### src/prog_params.svh
// constants for the serial flash programming controller
// assumes a 100 MHz system clock and word-indexed own registers
`ifndef PROG_PARAMS_SVH
`define PROG_PARAMS_SVH
`define CLK_PERIOD_NS 10
`define ENTRY_TIME_NS 2000
`define P9_TIME_NS 1000000
`define P10_TIME_NS 100000
`define P11_TIME_NS 5000000
`define SCK_HALF_CYC 32'd5
`define REG_MODE 4'h0
`define REG_ADDR_LO 4'h1
`define REG_ADDR_HI 4'h2
`define REG_DATA 4'h3
`define REG_CODE 4'h4
`define REG_OP 4'h5
`define REG_STATUS 4'h6
`define REG_SHADOW 4'h7
`define REG_LOADS 4'h8
`define MODE_ENTER 0
`define MODE_LOWV 1
`define MODE_DPROT 2
`define MODE_BITS 2:0
`define OPF_KIND 3:0
`define OPF_CMD 7:4
`define OPF_BIT 10:8
`define OPF_READ 11
`define ST_REFUSED 2
`define ADDR_HI_BITS 5:0
`define MC_FLASH 7
`define MC_CFG 6
`define MC_FREE 4
`define MC_PERMIT 2
`define MC_WR 1
`define CMD_CORE 4'h0
`define CMD_TWRITE 4'hc
`define CMD_LOAD 4'hd
`define CMD_PROG 4'hf
`define INS_MOVLW 8'h0e
`define INS_MOVWF 8'h6e
`define INS_BSF 8'h80
`define INS_BCF 8'h90
`define FR_PTR_U 8'hf8
`define FR_PTR_H 8'hf7
`define FR_PTR_L 8'hf6
`define FR_MEMCTRL 8'ha6
`define NOP_WORD 16'h0000
`define ERASE_LO_ADDR 22'h3c0004
`define ERASE_HI_ADDR 22'h3c0005
`define CODE_CHIP 16'h3f8f
`define CODE_EEPROM 16'h0084
`define CODE_BOOT 16'h0081
`define CODE_CONFIG 16'h0082
`define CODE_BLOCK_LO 8'h80
`define PTR_LAST_STEP 4'd5
`define BULK_HI_WRITE 4'd6
`define BULK_LO_WRITE 4'd9
`define BULK_NOP 4'd10
`define BULK_WAIT 4'd11
`define BULK_LO_OFS 3'd3
`define BUF_LOADS 8'd15
`define PTR_STEP 22'd2
`define LAST_BIT 5'd19
`define NOP_CLK_BIT 5'd3
`define READ_FIRST_BIT 5'd12
`endif

### src/prog_pkg.sv
// types for the serial flash programming controller
// assumes prog_params.svh for all numeric constants
package prog_pkg;
  typedef enum logic [2:0] {
    ST_OFF = 3'b000, ST_SETUP = 3'b001, ST_ACTIVE = 3'b010,
    ST_RUN = 3'b011, ST_WAIT = 3'b100, ST_LEAVE = 3'b101
  } state_t;
  typedef enum logic [3:0] {
    OP_NONE = 4'h0, OP_RAW = 4'h1, OP_BITSET = 4'h2, OP_BITCLR = 4'h3,
    OP_SETPTR = 4'h4, OP_LOAD = 4'h5, OP_PROG = 4'h6, OP_START = 4'h7,
    OP_BULK = 4'h8
  } op_t;
  typedef struct packed {
    logic [3:0] cmd;
    logic [15:0] payload;
    logic hold;
    logic erase;
    logic read;
    logic last;
  } step_t;
endpackage

### src/ser_if.sv
// carrier between the sequencer and the serial shifter
// assumes one clock domain
`timescale 1ns/1ps
`default_nettype none
interface ser_if;
  logic req;
  logic [3:0] cmd;
  logic [15:0] payload;
  logic holdNop;
  logic eraseWait;
  logic readBack;
  logic sdi;
  logic done;
  logic busy;
  logic [7:0] rdByte;
  logic sck;
  logic sdo;
  logic sdoDrive;
  modport ctrl (output req, cmd, payload, holdNop, eraseWait, readBack, sdi,
    input done, busy, rdByte, sck, sdo, sdoDrive);
  modport engine (input req, cmd, payload, holdNop, eraseWait, readBack, sdi,
    output done, busy, rdByte, sck, sdo, sdoDrive);
endinterface
`default_nettype wire

### src/prog_host.sv
// programmer-side controller driving the serial programming pins
// assumes software on a plain register port; device data pin sampled via pin_sync
//
// The strobed register port was decided locally.
`timescale 1ns/1ps
`default_nettype none
`include "prog_params.svh"
// How it works
// - hold clock and data low, raise select, then raise master clear
// - start or program only with flash select set and config select clear; bulk erase is not gated by them
// - start only after write permit was set
// - set write permit just before an erase; bulk erase itself neither sets nor checks it
// - bulk erase code written high byte upper address, low byte lower
// - protected data EEPROM gets its own explicit erase code
// - data held low while bulk erase runs
// - software reads, buffers, erases and rewrites a changed block
// - nop with clock high for P9 then low for P10 follows starts
// - program command only after buffer is full of loads
module prog_host #(
  parameter int P9_CYC = (`P9_TIME_NS + `CLK_PERIOD_NS - 1) / `CLK_PERIOD_NS,
  parameter int P10_CYC = (`P10_TIME_NS + `CLK_PERIOD_NS - 1) / `CLK_PERIOD_NS,
  parameter int P11_CYC = (`P11_TIME_NS + `CLK_PERIOD_NS - 1) / `CLK_PERIOD_NS
) (
  input wire logic clk,
  input wire logic rst_n,
  input wire logic [3:0] addr,
  input wire logic [15:0] wrData,
  input wire logic write_permit,
  input wire logic rdEn,
  output logic [15:0] rdData,
  output logic progClock,
  output logic progData,
  output logic progDataOe_n,
  input wire logic progDataIn,
  output logic lowVoltSelect,
  output logic masterClear
);
  import prog_pkg::*;
  localparam int ENTRY_CYC = (`ENTRY_TIME_NS + `CLK_PERIOD_NS - 1) / `CLK_PERIOD_NS;
  // -------------------------------
  // instruction builders
  // -------------------------------
  function automatic logic [15:0] mcInstr(input logic set, input logic [2:0] b);
    mcInstr = {(set ? `INS_BSF : `INS_BCF) | {4'h0, b, 1'b0}, `FR_MEMCTRL};
  endfunction
  function automatic logic [15:0] ptrInstr(input logic [21:0] a, input logic [2:0] s);
    case (s)
      3'd0: ptrInstr = {`INS_MOVLW, 2'b00, a[21:16]};
      3'd1: ptrInstr = {`INS_MOVWF, `FR_PTR_U};
      3'd2: ptrInstr = {`INS_MOVLW, a[15:8]};
      3'd3: ptrInstr = {`INS_MOVWF, `FR_PTR_H};
      3'd4: ptrInstr = {`INS_MOVLW, a[7:0]};
      default: ptrInstr = {`INS_MOVWF, `FR_PTR_L};
    endcase
  endfunction
  function automatic logic codeValid(input logic [15:0] c);
    codeValid = (c == `CODE_CHIP) || (c == `CODE_EEPROM) || (c == `CODE_BOOT) ||
      (c == `CODE_CONFIG) || ((c[7:0] == `CODE_BLOCK_LO) && c[15:14] == 2'b00 &&
      $onehot(c[13:8]));
  endfunction
  function automatic step_t stepOf(input op_t k, input logic [3:0] s,
      input logic [21:0] p, input logic [15:0] d, input logic [15:0] c,
      input logic [3:0] rc, input logic [2:0] b, input logic rd);
    step_t t;
    t = '0;
    case (k)
      OP_RAW: begin
        t.cmd = rc;
        t.payload = d;
        t.read = rd;
        t.last = 1'b1;
      end
      OP_BITSET, OP_BITCLR: begin
        t.payload = mcInstr(k == OP_BITSET, b);
        t.last = 1'b1;
      end
      OP_SETPTR: begin
        t.payload = ptrInstr(p, s[2:0]);
        t.last = (s == `PTR_LAST_STEP);
      end
      OP_LOAD: begin
        t.cmd = `CMD_LOAD;
        t.payload = d;
        t.last = 1'b1;
      end
      OP_PROG, OP_START: begin
        if (s == 4'h0) begin
          t.cmd = (k == OP_PROG) ? `CMD_PROG : `CMD_CORE;
          t.payload = (k == OP_PROG) ? d : mcInstr(1'b1, 3'(`MC_WR));
        end else begin
          t.hold = 1'b1;
          t.last = 1'b1;
        end
      end
      OP_BULK: begin
        if (s <= `PTR_LAST_STEP) begin
          t.payload = ptrInstr(`ERASE_HI_ADDR, s[2:0]);
        end else if (s == `BULK_HI_WRITE) begin
          t.cmd = `CMD_TWRITE;
          t.payload = {c[15:8], c[15:8]};
        end else if (s < `BULK_LO_WRITE) begin
          t.payload = ptrInstr(`ERASE_LO_ADDR, s[2:0] - `BULK_LO_OFS);
        end else if (s == `BULK_LO_WRITE) begin
          t.cmd = `CMD_TWRITE;
          t.payload = {c[7:0], c[7:0]};
        end else if (s == `BULK_NOP) begin
          t.payload = `NOP_WORD;
        end else begin
          t.payload = `NOP_WORD;
          t.erase = 1'b1;
          t.last = 1'b1;
        end
      end
      default: t.last = 1'b1;
    endcase
    return t;
  endfunction
  // -------------------------------
  // state
  // -------------------------------
  ser_if ser ();
  state_t state_q, state_d;
  op_t opKind_q;
  logic [2:0] mode_q;
  logic [21:0] ptr_q;
  logic [15:0] data_q, code_q, rdData_q, rdMux;
  logic [3:0] opCmd_q, step_q;
  logic [2:0] opBit_q;
  logic [7:0] shadow_q, loadCnt_q, rdByte_q;
  logic [15:0] tmr_q;
  logic opRead_q, eraseRepeat_q, refused_q, sdiSync;
  logic progClock_q, progData_q, progDataOe_n_q, lowVoltSelect_q, masterClear_q;
  // -------------------------------
  // decoding
  // -------------------------------
  wire op_t newKind = op_t'(wrData[`OPF_KIND]);
  wire opWr = write_permit && (addr == `REG_OP);
  wire codeOk = codeValid(code_q);
  wire spaceOk = shadow_q[`MC_FLASH] && !shadow_q[`MC_CFG];
  wire permitOk = spaceOk && shadow_q[`MC_PERMIT];
  wire kindOk = (newKind == OP_RAW) || (newKind == OP_SETPTR) ||
    (newKind == OP_LOAD) || (newKind == OP_BITCLR) ||
    (newKind == OP_BITSET && wrData[`OPF_BIT] != 3'(`MC_WR)) ||
    (newKind == OP_START && permitOk) ||
    (newKind == OP_PROG && permitOk && loadCnt_q == `BUF_LOADS) ||
    (newKind == OP_BULK && codeOk);
  wire accept = opWr && (state_q == ST_ACTIVE) && mode_q[`MODE_ENTER] && kindOk;
  wire reject = opWr && !accept;
  wire [15:0] curCode = eraseRepeat_q ? `CODE_EEPROM : code_q;
  wire step_t cur = stepOf(opKind_q, step_q, ptr_q, data_q, curCode, opCmd_q,
    opBit_q, opRead_q);
  wire stepDone = (state_q == ST_WAIT) && ser.done;
  wire opDone = stepDone && cur.last;
  wire repeatNeed = (opKind_q == OP_BULK) && !eraseRepeat_q &&
    (code_q == `CODE_CHIP) && mode_q[`MODE_DPROT];
  wire leaveClear = (state_q == ST_LEAVE) && shadow_q[`MC_PERMIT];
  wire inModeD = (state_d == ST_ACTIVE) || (state_d == ST_RUN) ||
    (state_d == ST_WAIT) || (state_d == ST_LEAVE);
  wire selectD = (state_d != ST_OFF) && mode_q[`MODE_LOWV];
  assign ser.req = (state_q == ST_RUN);
  assign ser.cmd = cur.cmd;
  assign ser.payload = cur.payload;
  assign ser.holdNop = cur.hold;
  assign ser.eraseWait = cur.erase;
  assign ser.readBack = cur.read;
  assign ser.sdi = sdiSync;
  always_comb begin
    state_d = state_q;
    case (state_q)
      ST_OFF: begin
        if (mode_q[`MODE_ENTER] && mode_q[`MODE_LOWV]) begin
          state_d = ST_SETUP;
        end
      end
      ST_SETUP: begin
        if (tmr_q == 16'h0) begin
          state_d = ST_ACTIVE;
        end
      end
      ST_ACTIVE: begin
        if (!mode_q[`MODE_ENTER]) begin
          state_d = ST_LEAVE;
        end else if (accept) begin
          state_d = ST_RUN;
        end
      end
      ST_RUN: state_d = ST_WAIT;
      ST_WAIT: begin
        if (opDone) begin
          state_d = repeatNeed ? ST_RUN : ST_ACTIVE;
        end else if (stepDone) begin
          state_d = ST_RUN;
        end
      end
      ST_LEAVE: state_d = leaveClear ? ST_RUN : ST_OFF;
      default: state_d = ST_OFF;
    endcase
  end
  always_comb begin
    rdMux = 16'h0;
    if (addr == `REG_MODE) begin
      rdMux = {13'h0, mode_q};
    end else if (addr == `REG_ADDR_LO) begin
      rdMux = ptr_q[15:0];
    end else if (addr == `REG_ADDR_HI) begin
      rdMux = {10'h0, ptr_q[21:16]};
    end else if (addr == `REG_DATA) begin
      rdMux = data_q;
    end else if (addr == `REG_CODE) begin
      rdMux = code_q;
    end else if (addr == `REG_STATUS) begin
      rdMux = {12'h0, eraseRepeat_q, refused_q, state_q != ST_ACTIVE && state_q != ST_OFF,
        masterClear_q};
    end else if (addr == `REG_SHADOW) begin
      rdMux = {rdByte_q, shadow_q};
    end else if (addr == `REG_LOADS) begin
      rdMux = {8'h0, loadCnt_q};
    end
  end
  // -------------------------------
  // registers
  // -------------------------------
  always_ff @(posedge clk) begin
    if (!rst_n) begin
      state_q <= ST_OFF;
      mode_q <= 3'h0;
      data_q <= 16'h0;
      code_q <= 16'h0;
      rdData_q <= 16'h0;
      refused_q <= 1'b0;
    end else begin
      state_q <= state_d;
      rdData_q <= rdEn ? rdMux : 16'h0;
      if (write_permit && addr == `REG_MODE) begin
        mode_q <= wrData[`MODE_BITS];
      end
      if (write_permit && addr == `REG_DATA) begin
        data_q <= wrData;
      end
      if (write_permit && addr == `REG_CODE) begin
        code_q <= wrData;
      end
      if (reject) begin
        refused_q <= 1'b1;
      end else if (write_permit && addr == `REG_STATUS && wrData[`ST_REFUSED]) begin
        refused_q <= 1'b0;
      end
    end
  end
  always_ff @(posedge clk) begin
    if (!rst_n) begin
      opKind_q <= OP_NONE;
      opCmd_q <= 4'h0;
      opBit_q <= 3'h0;
      opRead_q <= 1'b0;
      step_q <= 4'h0;
      eraseRepeat_q <= 1'b0;
    end else if (accept) begin
      opKind_q <= newKind;
      opCmd_q <= wrData[`OPF_CMD];
      opBit_q <= wrData[`OPF_BIT];
      opRead_q <= wrData[`OPF_READ];
      step_q <= 4'h0;
      eraseRepeat_q <= 1'b0;
    end else if (leaveClear) begin
      opKind_q <= OP_BITCLR;
      opBit_q <= 3'(`MC_PERMIT);
      step_q <= 4'h0;
    end else if (opDone && repeatNeed) begin
      step_q <= 4'h0;
      eraseRepeat_q <= 1'b1;
    end else if (stepDone && !cur.last) begin
      step_q <= step_q + 4'h1;
    end
  end
  always_ff @(posedge clk) begin
    if (!rst_n) begin
      ptr_q <= 22'h0;
      shadow_q <= 8'h0;
      loadCnt_q <= 8'h0;
      rdByte_q <= 8'h0;
    end else begin
      if (opDone && opKind_q == OP_LOAD) begin
        ptr_q <= ptr_q + `PTR_STEP;
      end else if (write_permit && addr == `REG_ADDR_LO) begin
        ptr_q[15:0] <= wrData;
      end else if (write_permit && addr == `REG_ADDR_HI) begin
        ptr_q[21:16] <= wrData[`ADDR_HI_BITS];
      end
      if (opDone && opKind_q == OP_BITSET) begin
        shadow_q[opBit_q] <= 1'b1;
      end else if (opDone && opKind_q == OP_BITCLR) begin
        shadow_q[opBit_q] <= 1'b0;
      end else if (state_q == ST_OFF) begin
        shadow_q <= 8'h0;
      end
      if (opDone && opKind_q == OP_LOAD) begin
        loadCnt_q <= loadCnt_q + 8'h1;
      end else if ((opDone && opKind_q == OP_PROG) || state_q == ST_OFF) begin
        loadCnt_q <= 8'h0;
      end
      if (opDone && opKind_q == OP_RAW && opRead_q) begin
        rdByte_q <= ser.rdByte;
      end
    end
  end
  always_ff @(posedge clk) begin
    if (!rst_n) begin
      tmr_q <= 16'h0;
      progClock_q <= 1'b0;
      progData_q <= 1'b0;
      progDataOe_n_q <= 1'b0;
      lowVoltSelect_q <= 1'b0;
      masterClear_q <= 1'b0;
    end else begin
      tmr_q <= (state_q == ST_OFF) ? 16'(ENTRY_CYC - 1) :
        (tmr_q != 16'h0) ? tmr_q - 16'h1 : tmr_q;
      progClock_q <= inModeD && ser.sck;
      progData_q <= inModeD && ser.sdo;
      progDataOe_n_q <= inModeD && !ser.sdoDrive;
      lowVoltSelect_q <= selectD;
      masterClear_q <= inModeD;
    end
  end
  assign rdData = rdData_q;
  assign progClock = progClock_q;
  assign progData = progData_q;
  assign progDataOe_n = progDataOe_n_q;
  assign lowVoltSelect = lowVoltSelect_q;
  assign masterClear = masterClear_q;
  // -------------------------------
  // submodules
  // -------------------------------
  pin_sync u_sync (.clk(clk), .rst_n(rst_n), .pinIn(progDataIn), .pinOut(sdiSync));
  serial_shifter #(.P9C(P9_CYC), .P10C(P10_CYC), .P11C(P11_CYC)) u_shift (
    .clk(clk), .rst_n(rst_n), .ser(ser.engine));
  // -------------------------------
  // checks
  // -------------------------------
  a_entry_order: assert property (@(posedge clk) disable iff (!rst_n)
    $rose(masterClear_q) |-> ($past(lowVoltSelect_q) && !$past(progClock_q) &&
    !$past(progData_q)))
    else $error("master clear raised out of order");
  a_select_gate: assert property (@(posedge clk) disable iff (!rst_n)
    $rose(lowVoltSelect_q) |-> mode_q[`MODE_LOWV])
    else $error("select raised without low-voltage enable");
  a_start_guard: assert property (@(posedge clk) disable iff (!rst_n)
    (ser.req && (opKind_q == OP_START || opKind_q == OP_PROG) && step_q == 4'h0)
    |-> (shadow_q[`MC_PERMIT] && shadow_q[`MC_FLASH] && !shadow_q[`MC_CFG]))
    else $error("start without permit or flash space");
  a_buffer_full: assert property (@(posedge clk) disable iff (!rst_n)
    (ser.req && opKind_q == OP_PROG && step_q == 4'h0) |-> loadCnt_q == `BUF_LOADS)
    else $error("program start before buffer full");
  a_nop_after: assert property (@(posedge clk) disable iff (!rst_n)
    (stepDone && (opKind_q == OP_START || opKind_q == OP_PROG) && step_q == 4'h0)
    |=> (ser.req && ser.holdNop && ser.cmd == `CMD_CORE ##1 state_q == ST_WAIT))
    else $error("no timed nop after start");
  a_code_valid: assert property (@(posedge clk) disable iff (!rst_n)
    (ser.req && opKind_q == OP_BULK && step_q == `BULK_HI_WRITE) |-> codeValid(curCode))
    else $error("bulk erase with bad code");
  a_eeprom_extra: assert property (@(posedge clk) disable iff (!rst_n)
    (opDone && repeatNeed) |=> (state_q == ST_RUN && eraseRepeat_q && step_q == 4'h0))
    else $error("protected eeprom erase not issued");
  a_ptr_advance: assert property (@(posedge clk) disable iff (!rst_n)
    (opDone && opKind_q == OP_LOAD) |=> ptr_q == $past(ptr_q) + `PTR_STEP)
    else $error("pointer not advanced by two");
  a_permit_cleared: assert property (@(posedge clk) disable iff (!rst_n)
    $fell(masterClear_q) |-> !shadow_q[`MC_PERMIT])
    else $error("left mode with write permit set");
endmodule // prog_host
`default_nettype wire

### src/pin_sync.sv
// three-stage synchroniser for a pin input
// assumes an asynchronous input; output follows once stages two and three agree
`timescale 1ns/1ps
`default_nettype none
module pin_sync (
  input wire logic clk,
  input wire logic rst_n,
  input wire logic pinIn,
  output logic pinOut
);
  logic s1_q, s2_q, s3_q, out_q;
  always_ff @(posedge clk) begin
    if (!rst_n) begin
      s1_q <= 1'b0;
      s2_q <= 1'b0;
      s3_q <= 1'b0;
      out_q <= 1'b0;
    end else begin
      s1_q <= pinIn;
      s2_q <= s1_q;
      s3_q <= s2_q;
      if (s2_q == s3_q) begin
        out_q <= s3_q;
      end
    end
  end
  assign pinOut = out_q;
endmodule // pin_sync
`default_nettype wire

### src/serial_shifter.sv
// shifts one 4-bit command and 16-bit payload out, lsb first
// assumes req is a one-cycle pulse taken only while idle
`timescale 1ns/1ps
`default_nettype none
`include "prog_params.svh"
module serial_shifter #(
  parameter int P9C = 1,
  parameter int P10C = 1,
  parameter int P11C = 1
) (
  input wire logic clk,
  input wire logic rst_n,
  ser_if.engine ser
);
  import prog_pkg::*;
  logic [19:0] shift_q;
  logic [4:0] bit_q;
  logic [31:0] tmr_q;
  logic [7:0] rd_q;
  logic active_q, high_q, hold_q, erase_q, read_q, done_q, sck_q, sdo_q, drv_q;
  wire phaseEnd = active_q && (tmr_q == 32'h0);
  wire lastBit = (bit_q == `LAST_BIT);
  wire fourth = (bit_q == `NOP_CLK_BIT);
  wire [4:0] nextBit = bit_q + 5'h1;
  wire nextFourth = (nextBit == `NOP_CLK_BIT);
  wire [31:0] halfLen = `SCK_HALF_CYC - 32'h1;
  wire [31:0] highLen = (hold_q && nextFourth) ? 32'(P9C - 1) : halfLen;
  wire [31:0] lowLen = !fourth ? halfLen : hold_q ? 32'(P10C - 1) :
    erase_q ? 32'(P11C - 1) : halfLen;
  // -------------------------------
  // bit timing
  // -------------------------------
  always_ff @(posedge clk) begin
    if (!rst_n) begin
      shift_q <= 20'h0;
      bit_q <= 5'h0;
      tmr_q <= 32'h0;
      rd_q <= 8'h0;
      active_q <= 1'b0;
      high_q <= 1'b0;
      hold_q <= 1'b0;
      erase_q <= 1'b0;
      read_q <= 1'b0;
      done_q <= 1'b0;
      sck_q <= 1'b0;
      sdo_q <= 1'b0;
      drv_q <= 1'b1;
    end else begin
      done_q <= 1'b0;
      if (!active_q) begin
        if (ser.req) begin
          shift_q <= {ser.payload, ser.cmd};
          hold_q <= ser.holdNop;
          erase_q <= ser.eraseWait;
          read_q <= ser.readBack;
          bit_q <= 5'h0;
          active_q <= 1'b1;
          high_q <= 1'b1;
          sck_q <= 1'b1;
          sdo_q <= ser.cmd[0];
          tmr_q <= halfLen;
        end
      end else if (phaseEnd) begin
        // readback taken at end of low phase: pin flop plus sync delay fill the low phase
        if (!high_q && read_q && bit_q >= `READ_FIRST_BIT) begin
          rd_q <= {ser.sdi, rd_q[7:1]};
        end
        if (high_q) begin
          high_q <= 1'b0;
          sck_q <= 1'b0;
          tmr_q <= lowLen;
        end else if (lastBit) begin
          active_q <= 1'b0;
          done_q <= 1'b1;
          sdo_q <= 1'b0;
          drv_q <= 1'b1;
        end else begin
          bit_q <= nextBit;
          high_q <= 1'b1;
          sck_q <= 1'b1;
          sdo_q <= shift_q[nextBit];
          drv_q <= !(read_q && nextBit >= `READ_FIRST_BIT);
          tmr_q <= highLen;
        end
      end else begin
        tmr_q <= tmr_q - 32'h1;
      end
    end
  end
  assign ser.done = done_q;
  assign ser.busy = active_q;
  assign ser.rdByte = rd_q;
  assign ser.sck = sck_q;
  assign ser.sdo = sdo_q;
  assign ser.sdoDrive = drv_q;
  // -------------------------------
  // checks
  // -------------------------------
  a_erase_data_low: assert property (@(posedge clk) disable iff (!rst_n)
    (active_q && erase_q && fourth && !high_q) |-> (!sdo_q && drv_q && !sck_q))
    else $error("data not held low during bulk erase");
  a_hold_high_len: assert property (@(posedge clk) disable iff (!rst_n)
    (phaseEnd && !high_q && hold_q && nextFourth) |=> (sck_q && tmr_q == 32'(P9C - 1)))
    else $error("nop clock high time wrong");
endmodule // serial_shifter
`default_nettype wire

### config.mk
export PLATFORM = sky130hd
export DESIGN_NAME = prog_host
export DESIGN_NICKNAME = d
export VERILOG_FILES = /design/src/prog_pkg.sv /design/src/ser_if.sv /design/src/prog_host.sv /design/src/pin_sync.sv /design/src/serial_shifter.sv
export VERILOG_INCLUDE_DIRS = /design/src
export SDC_FILE = /design/constraint.sdc
export NUM_CORES = 1
export LEC_CHECK = 0
export BUFFER_PORTS_ARGS = -buffer_cell sky130_fd_sc_hd__buf_2
export CORE_UTILIZATION = 42
export CTS_BUF_LIST = sky130_fd_sc_hd__clkbuf_16
export DETAILED_ROUTE_END_ITERATION = 6
export GPL_ROUTABILITY_DRIVEN = 0
export PLACE_DENSITY = 0.67
export SYNTH_ARGS = -nofsm -noshare
export SYNTH_HDL_FRONTEND = slang
export SYNTH_SLANG_ARGS = --single-unit
### constraint.sdc
create_clock -name clk -period 11.1 [get_ports clk]
set_input_delay 0.555 -clock clk [delete_from_list [all_inputs] [get_ports clk]]
set_output_delay 0.555 -clock clk [all_outputs]
set_load 0.01 [all_outputs]
# Word-level counts from Yosys, hierarchy flattened

Index checks and enable logic that the tools add are counted.

Register bits: 217

Reductions and logical operators: 107
$add $sub $neg: 12
Multiplexer cells: 99
Bitwise operators: 10
Equal/unequal tests: 64
$lt $le $gt $ge: 7

Operators by type and width:

| operator                                                             | count |
|---|---|
| 15-bit case mux with 5 select lines                                  | 3 |
| 32-bit two-way mux                                                   | 7 |
| 16-bit two-way mux                                                   | 12 |
| 16-bit case mux with 5 select lines                                  | 1 |
| 8-bit two-way mux                                                    | 8 |
| 4-bit by 3-bit == test with 1-bit output, second input constant      | 14 |
| 16-bit by 8-bit == test with 1-bit output, second input constant     | 3 |
| 1-bit logical AND                                                    | 47 |
| 20-bit two-way mux                                                   | 2 |
| 1-bit two-way mux                                                    | 34 |
| 32-bit zero test                                                     | 1 |
| 32-bit by 1-bit subtractor with 32-bit output, second input constant | 1 |
| 5-bit two-way mux                                                    | 6 |
| 3-bit two-way mux                                                    | 9 |
| 3-bit by 2-bit == test with 1-bit output, second input constant      | 8 |
| 4-bit by 2-bit == test with 1-bit output, second input constant      | 6 |
| 4-bit two-way mux                                                    | 6 |
| 22-bit by 2-bit adder with 22-bit output, second input constant      | 1 |
| 22-bit two-way mux                                                   | 1 |
| 4-bit == test, second input constant                                 | 5 |
| 19-bit two-way mux                                                   | 1 |
| 3-bit == test, second input constant                                 | 6 |
| 3-bit case mux with 6 select lines                                   | 1 |
| 17-bit two-way mux                                                   | 1 |
| 53 further kinds                                                     | 115 |

# Longest topological paths before layout

Gate-level depths: netlist of run 1.

Depth in word-level cells: 17
Depth in mapped cells: 13
Gate-level depth less buffers: 11

# Hierarchy

A second synthesis of run 1 with hierarchy kept.

Cell total of the unflattened synthesis: 1483
Area, all modules: 11918.9 sq um

By module, submodules not included:

| module         | area an instance (sq um) | seq. area each (sq um) | cells each | times used |
|---|---|---|---|---|
| prog_host      | 8076.5                   | 2782.7                 | 1016       | 1 |
| serial_shifter | 3726.1                   | 1481.4                 | 457        | 1 |
| pin_sync       | 116.4                    | 80.1                   | 10         | 1 |

# Worst setup path after synthesis of run 1

Ideal clock, no wire load.

Kind: register to register
Start: reg code_q[8]
End: reg eraseRepeat_q
Path slack: 7621 ps
Period minus slack after synthesis: 3479 ps
Library setup time: 86 ps
Required time: 11014 ps
Path buffers: 2
Stages on the path, launching flop included: 14
Data arrival time: 3393 ps
Cell sequence: dfxtp_1 inv_1 fa_1 fa_1 inv_1 ha_1 fa_1 nor4_1 and3_1 o311a_1 o21a_1 buf_2 buf_2 a211oi_1

Cells in the longest elaborated chain, start to end: 10
Elaborated cells on any way between the ends: 21
Those cells by class: add/sub (3); eq/ne (5); reduce/logical (13)

RTL lines:

| item                                                         | line             | source |
|---|---|---|
| start: declaration                                           | prog_host.sv:126 | `logic [15:0] data_q, code_q, rdData_q, rdMux;` |
| start signal: assignment                                     | prog_host.sv:241 | `code_q <= wrData;` |
| 1-bit by 1-bit adder with 2-bit output (not written as such) | prog_host.sv:59  | `$onehot(c[13:8]));` |
| 2-bit by 2-bit adder with 3-bit output (not written as such) | prog_host.sv:59  |  |
| 3-bit by 2-bit adder with 3-bit output (not written as such) | prog_host.sv:59  |  |
| 3-bit by 1-bit == test with 1-bit output                     | prog_host.sv:59  |  |
| 1-bit logical AND                                            | prog_host.sv:58  | `` (c == `CODE_CONFIG) \|\| ((c[7:0] == `CODE_BLOCK_LO) && c[15:14] == 2'b00 && `` |
| 1-bit logical OR                                             | prog_host.sv:57  | `` codeValid = (c == `CODE_CHIP) \|\| (c == `CODE_EEPROM) \|\| (c == `CODE_BOOT) \|\| `` |
| 1-bit logical AND                                            | prog_host.sv:146 | `(newKind == OP_BULK && codeOk);` |
| 1-bit logical OR                                             | prog_host.sv:141 | `wire kindOk = (newKind == OP_RAW) \|\| (newKind == OP_SETPTR) \|\|` |
| 1-bit logical AND                                            | prog_host.sv:147 | `` wire accept = opWr && (state_q == ST_ACTIVE) && mode_q[`MODE_ENTER] && kindOk; `` |
| 2-bit OR reduction (no source line)                          | n/a              |  |
| end signal: assignment                                       | prog_host.sv:257 | `eraseRepeat_q <= 1'b0;` |
| end signal: assignment                                       | prog_host.sv:264 | `eraseRepeat_q <= 1'b0;` |
| end signal: assignment                                       | prog_host.sv:271 | `eraseRepeat_q <= 1'b1;` |
| end: declaration                                             | prog_host.sv:131 | `logic opRead_q, eraseRepeat_q, refused_q, sdiSync;` |

Several ways; a longest one is shown, not always the timed one.
A chain may end at the register's enable or synchronous reset.

# Final worst setup path of run 1

Start: reg code_q[8]
End: reg refused_q

Cells in the longest elaborated chain, start to end: 12
Elaborated cells on any way between the ends: 20
Those cells by class: add/sub (3); eq/ne (5); mux (1); reduce/logical (11)

RTL lines:

| item                                                           | line             | source |
|---|---|---|
| 1-bit by 1-bit adder with 2-bit output (not written as such)   | prog_host.sv:59  |  |
| 2-bit by 2-bit adder with 3-bit output (not written as such)   | prog_host.sv:59  |  |
| 3-bit by 2-bit adder with 3-bit output (not written as such)   | prog_host.sv:59  |  |
| 3-bit by 1-bit == test with 1-bit output                       | prog_host.sv:59  |  |
| 1-bit logical AND                                              | prog_host.sv:58  |  |
| 1-bit logical OR (*)                                           | prog_host.sv:57  |  |
| 1-bit logical AND (*)                                          | prog_host.sv:146 |  |
| 1-bit logical OR (*)                                           | prog_host.sv:141 |  |
| 1-bit logical AND (*)                                          | prog_host.sv:147 |  |
| 1-bit zero test (*)                                            | prog_host.sv:148 | `wire reject = opWr && !accept;` |
| 1-bit logical AND (*)                                          | prog_host.sv:148 |  |
| 1-bit two-way mux / 2-bit nonzero test (equally long branches) | n/a              |  |
| end signal: assignment                                         | prog_host.sv:230 | `refused_q <= 1'b0;` |
| end signal: assignment                                         | prog_host.sv:244 | `refused_q <= 1'b1;` |
| end signal: assignment                                         | prog_host.sv:246 | `refused_q <= 1'b0;` |
| end: declaration                                               | prog_host.sv:131 |  |

Mark *: on every way between the ends. The rest lies on a longest branch, timed or not.

==> results of run 1 <==
cell usage in the layout, fill, tap and decap left out, types with 11 or more instances in the layout:
| master | synthesis | routed |
|---|---|---|
| nor2_1 | 117 | 117 |
| nand2_1 | 197 | 197 |
| nor4_1 | 15 | 15 |
| a211oi_1 | 16 | 16 |
| or3_1 | 15 | 15 |
| mux2i_1 | 42 | 42 |
| dfxtp_1 | 217 | 217 |
| o211ai_1 | 15 | 15 |
| nor3_1 | 48 | 48 |
| xnor2_1 | 13 | 13 |
| a22oi_1 | 34 | 34 |
| clkbuf_16 | 0 | 26 |
| inv_1 | 32 | 38 |
| nor3b_1 | 11 | 11 |
| a21oi_1 | 131 | 131 |
| nand3_1 | 66 | 66 |
| and2_1 | 11 | 11 |
| buf_2 | 6 | 45 |
| o21a_1 | 13 | 13 |
| ha_1 | 16 | 16 |
| a31oi_1 | 27 | 27 |
| xor2_1 | 16 | 16 |
| a221oi_1 | 13 | 13 |
| nor2b_1 | 23 | 23 |
| and3_1 | 20 | 20 |
| o21ai_0 | 88 | 88 |
| nand2b_1 | 13 | 13 |
per-layer routing:
layer  wire length (um)  GRT usage  vias up  share of wire
li1                   -          -     5412              -
met5                  0          0        -              0
met2              16260     0.3967      526           0.45
met1              15430     0.3339     5368           0.43
met3               2721    0.03498      104          0.076
met4               1461    0.09518        0          0.041
metrics by stage:
stage               setup WS [ps]  power [mW]  cell area (um^2)    util  cells
floorplan                    7621      0.8567             11790       -   1485
global placement             7296      0.8829             12200  0.4475   1812
detailed placement           7230      0.8837             12200  0.4475   1812
CTS                          7224       1.722             13040  0.4787   1860
global route                 6978       1.763             13040  0.4787   1860
finish                       7184       1.707             13040  0.4787   1860
registers in the layout, summed over array words and instances, names as in the netlist, 5 cells and up:
name,flops
code_q,16
data_q,16
loadCnt_q,8
ptr_q,22
rdByte_q,8
rdData,16
shadow_q,8
tmr_q,16
u_shift.bit_q,5
u_shift.ser.rdByte,8
u_shift.shift_q,20
u_shift.tmr_q,32
power by group:
| part | internal [mW] | total [mW] | switching [mW] |
|---|---|---|---|
| logic | 0.0211 | 0.0770 | 0.0560 |
| clock network | 0.497 | 0.838 | 0.341 |
| registers | 0.784 | 0.792 | 0.00748 |
| total | 1.30 | 1.71 | 0.405 |
cell type report:
class	instances	area, um^2
Multi-Input combinational cell	1134	6958
Fill cell	2659	14210
Clock inverter	22	197.7
Inverter	34	127.6
Tap cell	372	465.4
Sequential cell	217	4344
Clock buffer	26	650.6
Timing Repair Buffer	55	300.3
path summary, 6_finish.rpt:
kind | to | slack, ps | depth (start not counted)
setup reg to reg | refused_q | 7180 | 11
hold / removal | u_sync.s1_q | 240 | 2
setup / recovery | refused_q | 7180 | 11
hold reg to reg | progDataOe_n | 430 | 1
cell families after synthesis:
kind of cell | synth area share
AO/OA/AOI/OAI | 0.2396
buffers and inverters | 0.04342
flip-flops | 0.3686
adder cells (fa/ha/maj) | 0.02208
XOR/XNOR | 0.02155
multiplexers | 0.05191
AND/OR/NAND/NOR | 0.2529
worst reg2reg max path, cell delays in order (launching register included):
cell and delay (ps):
dfxtp_1 430, inv_1 110, fa_1 500, fa_1 490, inv_1 40, ha_1 180
fa_1 430, nor4_1 230, and3_1 200, o311a_1 220, o21a_1 740, o21ai_0 200
==> run_results.csv, run 1 <==
group,metric,value,unit
clocking,post-cts-setup-buffers,0,
floorplanning,die_width,169.5,um
clocking,cts_resized,0,
final_layout,drive_gt1_frac,0.08938,
clocking,postCtsHoldBufs,0,
synth,ys_async_sr_fraction,0,
sta,fmax,255.4,MHz
status,outcome,"completed",
sta,rsz0062_at_grt,"false",
setup_path,cpMostUsedCell,"fa_1",
min_path,hp-class,"primary input to register",
setup_path,criticalPathCategory,"register to register",
setup_path,arrival,4320,ps
drt,drc,0,
synth,synth_fp_nets,1529,
global_routing,grt_pass1_wl,56880,um
synth,yosys-top-cells-count,"dfxtp_1 (217), nand2_1 (197), a21oi_1 (131)",
floorplanning,core_area,0.02725,mm^2
drt,drt_iter0_markers,1156,
floorplanning,die_area,0.02874,mm^2
sta,slew_violations,0,
synth,synthTopCellsByArea,"dfxtp_1 (37%), nand2_1 (6.3%), a21oi_1 (5.6%)",
setup_path,cp_slowest_cell,"o21a_1",
drt,ant_nets,0,
synth,yosys.cell_types.count,88,
sta,final.period_utilization,0.3528,
sta,finalSetupViolCount,0,
synth,ys.flop_type,"dfxtp_1",
setup_path,path_cells,"inv_1 > fa_1 > fa_1 > inv_1 > ha_1 > fa_1 > nor4_1 > and3_1 > o311a_1 > o21a_1 > o21ai_0",
clocking,insertion_delay,550,ps
synth,syn_avg_cell_area,7.937,um^2
setup_path,cp_max_fo,18,
final_layout,layout.nets,1512,
global_routing,grt_overflow,0,
power,powerDensity,130.9,mW/mm^2
placement,port_buffers,45,
synth,synth_cells,1485,
clocking,cts_tree,"done",
power,leakage,4.589,nW
flow_run,drv_cap,0,
placement,dp_hpwl,25450,um
setup_path,cp-start-kind,"register",
synth,ys_warn_count,0,
sta,tns,0,ps
global_routing,grt_pass1_vias,10336,
setup_path,cp_data_required_time,11500,ps
sta,fin_hold_ws,244.0,ps
drt,drt_first_pass_iters,5,
synth,post-synth-top-area-fraction,0.3686,
drt,routed_via_density,6.134,
power,vdd_drop_max,113.2,uV
drt,wl_per_cell,19.28,um
synth,yosysSeqAreaShare,0.3686,
setup_path,critPathMaxStageDelay,740,ps
clocking,clk_pin_slew,60,ps
floorplanning,rows,60,
global_routing,grt_max_degree,78,
setup_path,crit_family,"adder cells",
setup_path,r2r_start,"code_q[8]",
sta,fin_skew,36.80,ps
sta,timing.slew.headroom,0.2208,
global_routing,antenna_found_initial,0,
final_layout,antenna_cells,0,
floorplanning,start_util,0.4325,
drt,vias,11410,
setup_path,startpoint,"code_q[8]",
setup_path,crit_path_end_kind,"register",
setup_path,cp.buffers_inverters,2,
synth,yosysMostFrequentCell,"dfxtp_1",
floorplanning,ioPinCount,46,
clocking,root_buffer,"clkbuf_16",
synth,synth-edff-count,0,
synth,yosysTopAreaCell,"dfxtp_1",
sta,finalHoldViolCount,0,
clocking,cts_buffer_depth,3,
floorplanning,die_y,169.5,um
clocking,clock-sinks,217,
drt,wl,35870,um
global_routing,grt_usage,0.2468,
clocking,htree_levels,1,
clocking,numCtsBuffers,26,
min_path,hp-start,"progDataIn",
synth,synth-seq-cells,217,
synth,syn_area,0.01179,mm^2
sta,worstMarginPinSlew,1153,ps
final_layout,syn2layout_area_growth,10.67,%
sta,period_minus_slack,3916,ps
Power figures use the tool's default switching activity.
==> run 2, diff against run 1 <==
--- a/config.mk
+++ b/config.mk
@@ -6,6 +6,7 @@
 export SDC_FILE = /design/constraint.sdc
 export NUM_CORES = 1
 export LEC_CHECK = 0
+export ABC_AREA = 1
 export BUFFER_PORTS_ARGS = -buffer_cell sky130_fd_sc_hd__buf_2
 export CORE_UTILIZATION = 42
 export CTS_BUF_LIST = sky130_fd_sc_hd__clkbuf_16
==> constraint.sdc (replaced) <==
create_clock -name clk -period 4 [get_ports clk]
set_input_delay 0.2 -clock clk [delete_from_list [all_inputs] [get_ports clk]]
set_output_delay 0.2 -clock clk [all_outputs]
set_load 0.01 [all_outputs]
==> run_results.csv, run 2 <==
group,metric,value,unit
power,p_switching,1.081,mW
final_layout,syn2layout_area_growth,10.79,%
synth,ys_async_sr_fraction,0,
synth,synth-seq-cells,217,
power,internal_power,3.564,mW
sta,tns,0,ps
sta,worstMarginPinSlew,859.8,ps
clocking,clock-sinks,217,
sta,fin_skew,21.52,ps
sta,slew_violations,0,
synth,syn_area,0.01235,mm^2
final_layout,largestRegisters,"u_shift.tmr_q: 32 flops, ptr_q: 22 flops, u_shift.shift_q: 20 flops",
drt,drc,7,
synth,synth_fp_nets,1939,
synth,yosysMostFrequentCell,"nand2_1",
final_layout,final_util,0.4754,
power,powerDensity,339.5,mW/mm^2
floorplanning,rows,62,
setup_path,cp_max_fo,11,
final_layout,mostFrequentLayoutCells,"nand2_1 (454), dfxtp_1 (217), inv_1 (213)",
drt,routed_via_density,5.537,
final_layout,antenna_cells,0,
final_layout,layout.nets,1959,
drt,ant_nets,0,
synth,yosysTopAreaCell,"dfxtp_1",
setup_path,cp-start-kind,"register",
final_layout,drive_gt1_frac,0.07394,
setup_path,cp_data_required_time,4440,ps
drt,vias,12835,
sta,period_minus_slack,3475,ps
min_path,min_path_cells,3,
setup_path,ff2ff_setup_slack,530,ps
clocking,cts_buffer_depth,3,
sta,fmax,287.8,MHz
clocking,cts_tree,"done",
setup_path,crit_path_end_kind,"register",
synth,ys_warn_count,0,
placement,dp_hpwl,28320,um
floorplanning,die_y,173.5,um
final_layout,largest_reg_flops,32,
drt,drt_iter0_markers,1346,
global_routing,grt_pass1_vias,11704,
setup_path,arrival,3910,ps
synth,yosys-top-cells-count,"nand2_1 (454), dfxtp_1 (217), a21oi_1 (209)",
final_layout,top_register,"u_shift.tmr_q",
floorplanning,core_area,0.02878,mm^2
power,power_frac_comb,0.039,
floorplanning,ioPinCount,46,
clocking,insertion_delay,530,ps
setup_path,reg2reg_depth,17,
synth,yosysSeqAreaShare,0.3517,
sta,timing.slew.headroom,0.4247,
status,violations,"design-rule violations",
clocking,clk_pin_slew,60,ps
setup_path,timing.rr.end,"step_q[3]",
sta,rsz0062_at_grt,"false",
clocking,htree_levels,1,
min_path,hp-class,"primary input to register",
global_routing,grt_max_degree,68,
final_layout,final_common_cell,"nand2_1",
sta,finalHoldViolCount,0,
global_routing,grt_usage,0.2501,
power,seqPwrFrac,0.472,
placement,port_buffers,45,
synth,ys.flop_type,"dfxtp_1",
synth,syn_avg_cell_area,6.517,um^2
clocking,numCtsBuffers,26,
synth,synthTopCellsByArea,"dfxtp_1 (35%), nand2_1 (14%), a21oi_1 (8.5%)",
sta,finalSetupViolCount,0,
drt,drt_first_pass_iters,7,
floorplanning,die_area,0.03010,mm^2
power,leakage,5.542,nW
synth,post-synth-top-area-fraction,0.3517,
clocking,post-cts-setup-buffers,0,
clocking,root_buffer,"clkbuf_16",
floorplanning,start_util,0.4291,
power,power.share.clock,0.488,
setup_path,criticalPathCategory,"register to register",
sta,fin_hold_ws,16.93,ps
setup_path,r2r_start,"code_q[8]",
synth,synth_cells,1895,
final_layout,stdcell_count,2318,
global_routing,antenna_found_initial,0,
synth,synth-edff-count,0,
power,vdd_drop_max,274.6,uV
flow_run,drv_cap,0,
sta,final.period_utilization,0.8687,
drt,wl_per_cell,16.50,um
global_routing,grt_overflow,0,
power,totalPowerFinal,4.645,mW
floorplanning,die_width,173.5,um
drt,wl,38240,um
power,swShare,0.2328,
placement,dp.cells,2267,
min_path,hp-start,"wrData[6]",
min_path,hold_path_end,"opCmd_q[2]",
global_routing,grt_pass1_wl,61350,um
status,outcome,"complete, but fails checks",
synth,yosys.cell_types.count,50,
## run 2: cell types whose count changed after synthesis, moves of 42 or more
cell     delta
nand2_1   +257
nand4_1    +51
nor2_1     +77
a21oi_1    +78
inv_1     +174
nand3_1    +72
mux2i_1    -42
## run 2: power groups by stage
stage | registers (mW) | clock network [mW] | logic [mW]
floorplan | 2.23 | 0 | 0.108
global placement | 2.24 | 0 | 0.171
detailed placement | 2.24 | 0 | 0.174
CTS | 2.19 | 2.30 | 0.178
global route | 2.19 | 2.39 | 0.199
finish | 2.19 | 2.27 | 0.182
## run 2: area by class of cell
class | instances | area (um^2)
flip-flops and latches | 217 | 4344
clock buffers | 27 | 675.6
fillers | 2946 | 15100
well taps | 384 | 480.5
inverters | 221 | 834.6
repair buffers | 61 | 355.3
multi-input cells | 1388 | 6855
clock inverters | 20 | 137.6
## run 2: through the flow
step / setup WS, ps / instance area (um^2)
2_1_floorplan: 940.9 / 12350
3_3_place_gp: 702.1 / 12830
3_5_place_dp: 578.6 / 12830
4_1_cts: 554.2 / 13680
5_1_grt: 367.2 / 13680
6_report: 525.1 / 13680
## run 2: what timing repair did
action                    in CTS  in global routing
hold endpoints to repair       4                  0
gates resized for setup        0                  0
hold buffers                   4                  0
## run 2: worst max-delay path, cell delays in order (launching register included)
cell and delay (ps):
dfxtp_1 360, inv_1 110, fa_1 500, fa_1 490
inv_1 40, ha_1 180, fa_1 480, nor2_1 40
nand2_1 50, nor2_1 50, nand3_1 70, nand3_1 180
nand2_1 110, nand2_1 70, nand2_1 100, buf_4 180
nand4_1 190, a21oi_1 190
## run 2: worst max path at each step
stage	start	end	slack [ps]
3_5_place_dp	code_q[8]	step_q[3]	580
5_1_grt	code_q[8]	step_q[3]	370
6_report	code_q[8]	step_q[3]	530
4_1_cts	code_q[8]	step_q[3]	550
3_3_place_gp	code_q[8]	step_q[3]	700
2_1_floorplan	code_q[8]	refused_q	940
## run 2: cell families after synthesis
kind of cell    after synthesis  synth area share
simple gates                932            0.3315
compound gates              400            0.1763
buf+inv                     290           0.09320
flops                       217            0.3517
xor+xnor                     37           0.02624
fa+ha+maj                    19           0.02107
## run 2: layer usage
layer  GRT usage  up-vias  routed length [um]
met4     0.07375        0                1013
met2      0.3916      541               16830
li1            -     6324                   -
met1      0.3448     5887               16710
met5           0        -                   0
met3     0.05197       83                3680
